## config.mk

```make
export PLATFORM = sky130hd
export DESIGN_NAME = adcstc_top
export DESIGN_NICKNAME = d
export VERILOG_FILES = /design/src/logic/adcstc_pkg.sv /design/src/logic/adcstc_top.sv
export SDC_FILE = /design/constraint.sdc
export NUM_CORES = 1
export LEC_CHECK = 0
export ABC_AREA = 1
export CAP_MARGIN = 20
export CORE_UTILIZATION = 50
export DETAILED_ROUTE_END_ITERATION = 16
export DONT_BUFFER_PORTS = 1
export HOLD_SLACK_MARGIN = 0.03
export MAX_ROUTING_LAYER = met4
export PLACE_DENSITY = 0.68
export SLEW_MARGIN = 20
export SYNTH_ARGS = -nofsm -noshare
export SYNTH_HDL_FRONTEND = slang
export SYNTH_SLANG_ARGS = --single-unit
```

## constraint.sdc

```tcl
create_clock -name i_sys_clk -period 2.6 [get_ports i_sys_clk]
set_input_delay 0.26 -clock i_sys_clk [delete_from_list [all_inputs] [get_ports i_sys_clk]]
set_output_delay 0.26 -clock i_sys_clk [all_outputs]
set_load 0.05 [all_outputs]
```

## src/logic/adcstc_pkg.sv

```systemverilog
// Package: register map, fields and types of the scan and trigger control
package adcstc_pkg;
	// Byte offsets of the register port
	localparam logic [4:0] OFS_RESULT_LOW  = 5'h00;
	localparam logic [4:0] OFS_RESULT_HIGH = 5'h01;
	localparam logic [4:0] OFS_RANGE       = 5'h02;
	localparam logic [4:0] OFS_SCAN_FIRST  = 5'h04;
	localparam logic [4:0] OFS_SCAN_LAST   = 5'h05;
	localparam logic [4:0] OFS_CONTROL     = 5'h06;
	// Range byte fields
	localparam int RNG_GAIN_LSB = 0;
	localparam int RNG_POL_BIT  = 4;
	localparam int RNG_DIFF_BIT = 5;
	// Control byte fields
	localparam int CTL_SW_BIT    = 0;
	localparam int CTL_PACER_BIT = 1;
	localparam int CTL_EXT_BIT   = 2;
	localparam int CTL_GATE_BIT  = 3;
	localparam int CTL_INTERRUPT_ENABLE_BIT = 4;
	localparam int CTL_ISRC_BIT  = 5;
	localparam int CTL_CLK0_BIT  = 6;
	// Reset values
	localparam logic [7:0] RST_CONTROL = 8'h00;
	localparam logic [3:0] RST_CHANNEL = 4'h0;
	localparam logic [5:0] RST_RANGE   = 6'h00;
	// Result buffer depth and half mark
	localparam int FIFO_DEPTH = 16;
	localparam logic [4:0] FIFO_HALF = 5'h08;
	localparam logic [4:0] FIFO_FULL = 5'h10;
	// Per-channel range code
	typedef struct packed {
		logic       diff;
		logic       unipolar;
		logic [2:0] gain;
	} adcstc_range_s;
	// Result word with its channel tag
	typedef struct packed {
		logic [3:0]  channel_nibble;
		logic [11:0] conversion_result_bits;
	} adcstc_result_s;
endpackage : adcstc_pkg

```

## src/logic/adcstc_top.sv

```systemverilog
// Analog input scan sequencer, range memory, trigger and result port
`timescale 1ns/1ps
module adcstc_top
	import adcstc_pkg::*;
#(
	parameter bit HIGH_GAIN = 1'b0
) (
	input  wire logic       i_sys_clk,
	input  wire logic       i_rst_n,
	input  wire logic [4:0] i_addr,
	input  wire logic       i_wr,
	input  wire logic       i_rd,
	input  wire logic [7:0] i_wdata,
	input  wire logic       i_pacer_tick,
	input  wire logic       i_ext_trig,
	input  wire logic       i_ext_gate,
	input  wire logic       i_conv_done,
	input  wire logic [11:0] i_conv_data,
	output logic [7:0]      o_rdata,
	output logic            o_conv_start,
	output logic [3:0]      o_mux_channel,
	output logic [2:0]      o_gain_code,
	output logic            o_unipolar,
	output logic            o_differential,
	output logic            o_range_valid,
	output logic            o_timer0_clock_select,
	output logic            o_irq_req,
	output logic            o_fifo_empty,
	output logic            o_fifo_half,
	output logic            o_fifo_full
);
	// Whole state of the block
	typedef struct packed {
		logic [7:0]             ctrl;
		logic [3:0]             first;
		logic [3:0]             last;
		logic [3:0]             cur;
		logic [3:0]             conv_ch;
		adcstc_range_s [15:0]   rng;
		adcstc_result_s [15:0]  fifo;
		logic [3:0]             rd_ptr;
		logic [3:0]             wr_ptr;
		logic [4:0]             count;
		logic [7:0]             rdata;
		logic                   conv_start;
		logic                   irq;
		logic [2:0]             ext_sync;
		logic [2:0]             gate_sync;
		logic                   ext_state;
		logic                   gate_state;
		logic [3:0]             mux_ch;
		adcstc_range_s          out_rng;
		logic                   out_valid;
		logic                   empty;
		logic                   half;
		logic                   full;
	} adcstc_state_s;

	adcstc_state_s st, next_st;

	// Gain code validity per variant and polarity
	function automatic logic gain_ok(input adcstc_range_s r);
		if (!HIGH_GAIN)
			gain_ok = r.unipolar ? (r.gain[2] == 1'b0)
			                     : (r.gain <= 3'h4);
		else
			gain_ok = r.unipolar ? (r.gain[2] == 1'b0) : 1'b1;
	endfunction : gain_ok

	// Next channel past ch, skipping partners of differential evens
	function automatic logic [3:0] step_ch(input logic [3:0] ch,
			input adcstc_range_s [15:0] rng);
		logic [3:0] n;
		n = 4'(ch + 4'h1);
		if (n[0] && rng[{n[3:1], 1'b0}].diff)
			n = 4'(n + 4'h1);
		step_ch = n;
	endfunction : step_ch

	logic ext_edge;
	logic gate_open;
	logic trig;
	logic pop;
	logic push;
	adcstc_range_s cur_rng;

	always_comb begin
		next_st = st;
		next_st.conv_start = 1'b0;
		// Filtered external trigger: change once stages 2 and 3 agree
		next_st.ext_sync = {st.ext_sync[1:0], i_ext_trig};
		next_st.gate_sync = {st.gate_sync[1:0], i_ext_gate};
		ext_edge = 1'b0;
		if (st.ext_sync[2] == st.ext_sync[1]) begin
			next_st.ext_state = st.ext_sync[2];
			ext_edge = st.ext_sync[2] && !st.ext_state;
		end
		// Filtered gate level: change once stages 2 and 3 agree
		if (st.gate_sync[2] == st.gate_sync[1])
			next_st.gate_state = st.gate_sync[2];
		gate_open = !st.ctrl[CTL_GATE_BIT] || st.gate_state;
		trig = (st.ctrl[CTL_PACER_BIT] && i_pacer_tick)
		    || (st.ctrl[CTL_EXT_BIT] && ext_edge && gate_open);
		if (i_wr && i_addr == OFS_RESULT_LOW && st.ctrl[CTL_SW_BIT])
			trig = 1'b1;
		if (trig) begin
			next_st.conv_start = 1'b1;
			next_st.conv_ch = st.cur;
			next_st.cur = (st.cur == st.last) ? st.first
			                                  : step_ch(st.cur, st.rng);
		end
		// Register writes
		if (i_wr) begin
			unique case (i_addr)
				OFS_RANGE: begin
					next_st.rng[st.first].gain =
						i_wdata[RNG_GAIN_LSB +: 3];
					next_st.rng[st.first].unipolar = i_wdata[RNG_POL_BIT];
					next_st.rng[st.first].diff = i_wdata[RNG_DIFF_BIT];
				end
				OFS_SCAN_FIRST: begin
					next_st.first = i_wdata[3:0];
					next_st.cur = i_wdata[3:0];
				end
				OFS_SCAN_LAST: begin
					next_st.last = i_wdata[3:0];
					next_st.cur = st.first;
				end
				OFS_CONTROL: next_st.ctrl = {1'b0, i_wdata[6:0]};
				default: ;
			endcase
		end
		pop = i_rd && i_addr == OFS_RESULT_HIGH && st.count != 5'h00;
		push = i_conv_done && (st.count != FIFO_FULL || pop);
		if (push) begin
			next_st.fifo[st.wr_ptr].conversion_result_bits = i_conv_data;
			next_st.fifo[st.wr_ptr].channel_nibble = st.conv_ch;
			next_st.wr_ptr = 4'(st.wr_ptr + 4'h1);
		end
		if (pop)
			next_st.rd_ptr = 4'(st.rd_ptr + 4'h1);
		next_st.count = 5'(st.count + {4'h0, push} - {4'h0, pop});
		// Read data, low byte then high byte of the oldest entry
		next_st.rdata = 8'h00;
		if (i_rd) begin
			unique case (i_addr)
				OFS_RESULT_LOW: next_st.rdata =
					st.fifo[st.rd_ptr].conversion_result_bits[7:0];
				OFS_RESULT_HIGH: next_st.rdata =
					{st.fifo[st.rd_ptr].channel_nibble,
					 st.fifo[st.rd_ptr].conversion_result_bits[11:8]};
				OFS_CONTROL: next_st.rdata = st.ctrl;
				default: next_st.rdata = 8'h00;
			endcase
		end
		next_st.irq = st.ctrl[CTL_INTERRUPT_ENABLE_BIT] &&
			(st.ctrl[CTL_ISRC_BIT] ? (st.count >= FIFO_HALF)
			                       : (push || (st.irq && !pop)));
		// scan channel and its range out
		next_st.mux_ch = st.cur;
		next_st.out_rng = cur_rng;
		next_st.out_valid = gain_ok(cur_rng);
		if (!i_rst_n) begin
			next_st = '0;
			next_st.ctrl = RST_CONTROL;
			next_st.first = RST_CHANNEL;
			next_st.last = RST_CHANNEL;
			next_st.cur = RST_CHANNEL;
			for (int i = 0; i < 16; i++)
				next_st.rng[i] = RST_RANGE[4:0];
		end
		// Buffer flags registered from the next count
		next_st.empty = (next_st.count == 5'h00);
		next_st.half = (next_st.count >= FIFO_HALF);
		next_st.full = (next_st.count == FIFO_FULL);
	end

	always_ff @(posedge i_sys_clk) begin
		st <= next_st;
	end

	always_comb begin
		cur_rng = st.rng[{st.cur[3:1], 1'b0}];
		if (!st.cur[0])
			cur_rng = st.rng[st.cur];
		else if (!st.rng[{st.cur[3:1], 1'b0}].diff)
			cur_rng = st.rng[st.cur];
	end

	// Ports straight from the state registers
	assign o_rdata = st.rdata;
	assign o_conv_start = st.conv_start;
	assign o_mux_channel = st.mux_ch;
	assign o_differential = st.out_rng.diff;
	assign o_unipolar = st.out_rng.unipolar;
	assign o_range_valid = st.out_valid;
	assign o_gain_code = st.out_rng.gain;
	assign o_timer0_clock_select = st.ctrl[CTL_CLK0_BIT];
	assign o_irq_req = st.irq;
	assign o_fifo_empty = st.empty;
	assign o_fifo_half = st.half;
	assign o_fifo_full = st.full;

	// Assertions
	property p_soft_kick;
		@(posedge i_sys_clk) disable iff (!i_rst_n)
		(i_wr && i_addr == OFS_RESULT_LOW && st.ctrl[CTL_SW_BIT])
		|=> o_conv_start;
	endproperty
	a_soft_kick: assert property (p_soft_kick)
		else $error("software kick lost");
	property p_no_kick;
		@(posedge i_sys_clk) disable iff (!i_rst_n)
		(st.ctrl[2:0] == 3'h0 && !(i_wr && i_addr == OFS_CONTROL))
		|=> !o_conv_start;
	endproperty
	a_no_kick: assert property (p_no_kick)
		else $error("conversion without source");
	property p_wrap;
		@(posedge i_sys_clk) disable iff (!i_rst_n)
		(trig && !i_wr && st.cur == st.last) |=> st.cur == $past(st.first);
	endproperty
	a_wrap: assert property (p_wrap)
		else $error("scan did not return to first");
	property p_skip;
		@(posedge i_sys_clk) disable iff (!i_rst_n)
		st.cur[0] && st.cur != st.first |-> !st.rng[{st.cur[3:1], 1'b0}].diff;
	endproperty
	a_skip: assert property (p_skip)
		else $error("odd partner visited");
	property p_restart;
		@(posedge i_sys_clk) disable iff (!i_rst_n)
		(i_wr && i_addr == OFS_SCAN_FIRST) |=> st.cur == $past(i_wdata[3:0]);
	endproperty
	a_restart: assert property (p_restart)
		else $error("scan not restarted");
	property p_readback;
		@(posedge i_sys_clk) disable iff (!i_rst_n)
		(i_rd && i_addr == OFS_CONTROL) |=> o_rdata == $past(st.ctrl);
	endproperty
	a_readback: assert property (p_readback)
		else $error("control read back wrong");
	property p_irq_off;
		@(posedge i_sys_clk) disable iff (!i_rst_n)
		!st.ctrl[CTL_INTERRUPT_ENABLE_BIT] |=> !o_irq_req;
	endproperty
	a_irq_off: assert property (p_irq_off)
		else $error("interrupt while disabled");
	property p_range_store;
		@(posedge i_sys_clk) disable iff (!i_rst_n)
		(i_wr && i_addr == OFS_RANGE)
		|=> st.rng[$past(st.first)].gain == $past(i_wdata[2:0]);
	endproperty
	a_range_store: assert property (p_range_store)
		else $error("range code not stored");
	property p_pacer;
		@(posedge i_sys_clk) disable iff (!i_rst_n)
		(st.ctrl[CTL_PACER_BIT] && i_pacer_tick) |=> o_conv_start;
	endproperty
	a_pacer: assert property (p_pacer)
		else $error("pacer tick lost");
	property p_gate_shut;
		@(posedge i_sys_clk) disable iff (!i_rst_n)
		(st.ctrl[2:0] == 3'h4 && st.ctrl[CTL_GATE_BIT] && !st.gate_state
		 && !i_wr) |=> !o_conv_start;
	endproperty
	a_gate_shut: assert property (p_gate_shut)
		else $error("external trigger through shut gate");
	c_wrap: cover property (@(posedge i_sys_clk) trig && st.cur == st.last);
	c_full: cover property (@(posedge i_sys_clk) o_fifo_full);
	c_ext: cover property (@(posedge i_sys_clk) ext_edge && gate_open);
endmodule : adcstc_top

```

==> flow_metrics.tcl <==
set metrics [dict create \
    die_x_um 193.7 \
    final_core_util 0.5845 \
    cp_data_arrival_time_ns 2.96 \
    vdd_drop_max_uv 561.6 \
    path_clk_slew_ns 0.06 \
    powerDensity_nw_per_um2 723.5 \
    pre_cts_slack_ns -0.07328 \
    ctsRootBufferMaster "clkbuf_16" \
    internal_power_w 0.01112 \
    yosys_warnings 0 \
    grt_use_total 0.3239 \
    p_switching_w 0.004027 \
    outcome "finished clean" \
    wl_met1_um 25240 \
    wl_per_cell_um 20.01 \
    drt-total-wl_um 60140 \
    finalMaxSlewViolations 0 \
    h-tree-depth 2 \
    cp.required_ns 3.11 \
    vias 18230 \
    fin_crit_sh 0.9405 \
    ys_types 41 \
    stdcell_count 3005 \
    synth_ff_type "dfxtp_1" \
    start_kind "register" \
    grt_start_max_net_pins 131 \
    clock_path_buffers 3 \
    p_clk_frac 0.456 \
    rows 69 \
    finalSetupTns_ns 0 \
    syn_nets 2596 \
    dp_cells 2858 \
    pin_count 57 \
    synth_async_sr_flop_share 0 \
    crit_path_end_kind "register" \
    clock.fmax_mhz 408.9 \
    power_frac_seq 0.427 \
    antenna_found_initial 1 \
    grt-ovfl-total 0 \
    fin_skew_ns 0.02495 \
    grt_pass1_vias 17050 \
    critical_path_class "reg -> reg" \
    drc_errors 0 \
    top_layer "met4" \
    hold_class "in -> reg" \
    first_iter_violations 2188 \
    tightest_slew_ns 1.123 \
    finalCriticalPeriod_ns 2.445 \
    coreArea_sq_um 35830 \
    dr_wl_met3_um 5183 \
    clock_latency_ns 0.59 \
    start_util 0.5129 \
    fin_nets 2558 \
    postRouteAntennaNets 0 \
    dr.pass1.iters 8 \
    path_max_fanout 3 \
    cts_buffers 44 \
    slew_headroom 0.2486 \
    switching_share 0.2658 \
    maxCapViolations 0 \
    ys_seq_area_frac 0.4390 \
    synth_area_sq_um 18380 \
    dpl.hpwl_um 35120 \
    synthToLayoutAreaGrowth_pct 13.95 \
    viasPerCell 6.068 \
    synth_cells 2547 \
    ys_ff_latch 403 \
    leakage_nw 7.444 \
    dr_wl_met2_um 27350 \
    holdPathStages 4 \
    hold_violations 0 \
    rsz0062_at_grt "true" \
    die-area_sq_um 37520 \
    ff2ff_path_depth 16 \
    synth-edff-count 0 \
    nFillCells 3251 \
    setup-violations-final 0 \
    cts.sinks 403 \
    port_buffers 0 \
    gp_congestion 0.9335 \
    p_comb_frac 0.117 \
    grt_pass1_wl_um 94170 \
    timing.hold.ws_ns 0.06847 \
    cts_tree "yes" \
    setup_ws_ns 0.1547 \
    drive_gt1_frac 0.07786 \
    avgSynthCellArea_sq_um 7.215 \
    fp.dieH_um 193.7 \
]
[registers in the layout (all words and copies together), names as in the netlist]
signal	cells
o_timer0_clock_select	1
o_mux_channel	4
o_conv_start	1
o_gain_code	3
o_fifo_half	1
o_irq_req	1
o_range_valid	1
st	379
o_fifo_full	1
o_rdata	8
o_unipolar	1
o_fifo_empty	1
o_differential	1
[final cells by class]
class	instances	area, sq um	share of cell area
inverter	135	520.5	0.02486
clock inverter	19	325.3	0.01554
sequential	403	8075	0.3856
multi-input combinational	1786	8806	0.4205
antenna	1	2.502	0.0001195
clock buffer	61	1277	0.06101
timing repair buffer	139	1356	0.06477
tap	461	576.8	0.02755
[cell usage in the layout, fill, tap and decap left out, drive strengths merged, types with 2 or more instances in the layout]
cell,netlist,final
mux2i,4,4
nor3,6,6
inv,127,129
clkbuf,133,61
xor2,5,5
nand3,338,338
bufinv,0,8
nand3b,2,2
nor2,207,207
ha,15,15
a31oi,2,2
o211ai,34,34
a21oi,400,400
nand2,460,460
buf,90,75
dlygate4sd3,0,63
dfxtp,403,403
clkinv,8,14
o21ai,218,218
nand4,6,6
a211oi,4,4
o22ai,8,8
clkinvlp,0,3
o21a,31,31
o221ai,41,41
[worst paths after layout]
kind | start | slack (ns) | to
setup reg to reg | st[33] | 0.15 | o_fifo_empty
hold reg to reg | st[329] | 0.44 | st[329]
setup / recovery | st[33] | 0.15 | o_fifo_empty
hold / removal | i_addr[0] | 0.07 | o_timer0_clock_select
[worst max-delay path: stages, from the launching register on]
cell and delay (ns):
dfxtp_2 0.33, inv_2 0.05, ha_4 0.16, nand3_2 0.08, nand3_4 0.09, nand4_4 0.08, nand2_4 0.05, ha_1 0.28
inv_2 0.07, ha_4 0.12, inv_1 0.05, fa_2 0.39, buf_4 0.15, o21ai_2 0.12, a21oi_1 0.06, nand3b_1 0.19
nor2_1 0.11
[metal layers]
| metal | vias up | track usage |
|---|---|---|
| li1 | 8566 | - |
| met1 | 8642 | 0.4252 |
| met2 | 884 | 0.4959 |
| met3 | 141 | 0.04505 |
| met4 | 0 | 0.1449 |
| met5 | - | - |
[power groups by stage]
stage	logic [W]	clock network, W	registers (W)
after CTS	0.00166	0.00697	0.00647
final	0.00177	0.00690	0.00647
after detailed placement	0.00147	0	0.00660
after global placement	0.00145	0	0.00660
after floorplan	0.00119	0	0.00657
after global routing	0.00193	0.00721	0.00648
[what timing repair did]
action | 4_1_cts | 5_1_grt
endpoints found under the setup margin | 3 | 11
hold buffers | 65 | 0
gates cloned | 0 | 0
buffers inserted | 0 | 1
resized for setup | 4 | 24
pin swaps | 1 | 6
hold endpoints to repair | 290 | 0
[through the flow]
step / area (sq um) / total power [W]
2_1_floorplan: 18380 / 0.007762
3_3_place_gp: 18570 / 0.008053
3_5_place_dp: 18570 / 0.008074
4_1_cts: 20840 / 0.01510
5_1_grt: 20940 / 0.01563
6_report: 20940 / 0.01515
[cells in the mapped netlist, types with 30 or more instances]
cell,count,area (sq um)
dfxtp_1,403,8068
inv_1,122,457.9
buf_4,30,225.2
o21ai_0,216,1081
nor2_1,198,743.2
nand3_1,336,1682
nand2_1,452,1697
clkbuf_1,133,499.2
buf_2,31,155.2
o211ai_1,34,255.2
o221ai_1,41,359.1
o21a_1,31,232.7
a21oi_1,400,2002
[cell families after synthesis]
logic type | count (synthesis) | share of synthesized area
multiplexers | 4 | 0.002179
AND/OR/NAND/NOR | 1020 | 0.2374
buffers and inverters | 358 | 0.08688
flip-flops | 403 | 0.4390
AO/OA/AOI/OAI | 741 | 0.2208
adder cells (fa/ha/maj) | 16 | 0.01130
XOR/XNOR | 5 | 0.002383
Note: power is estimated with default switching activity, not from simulation.
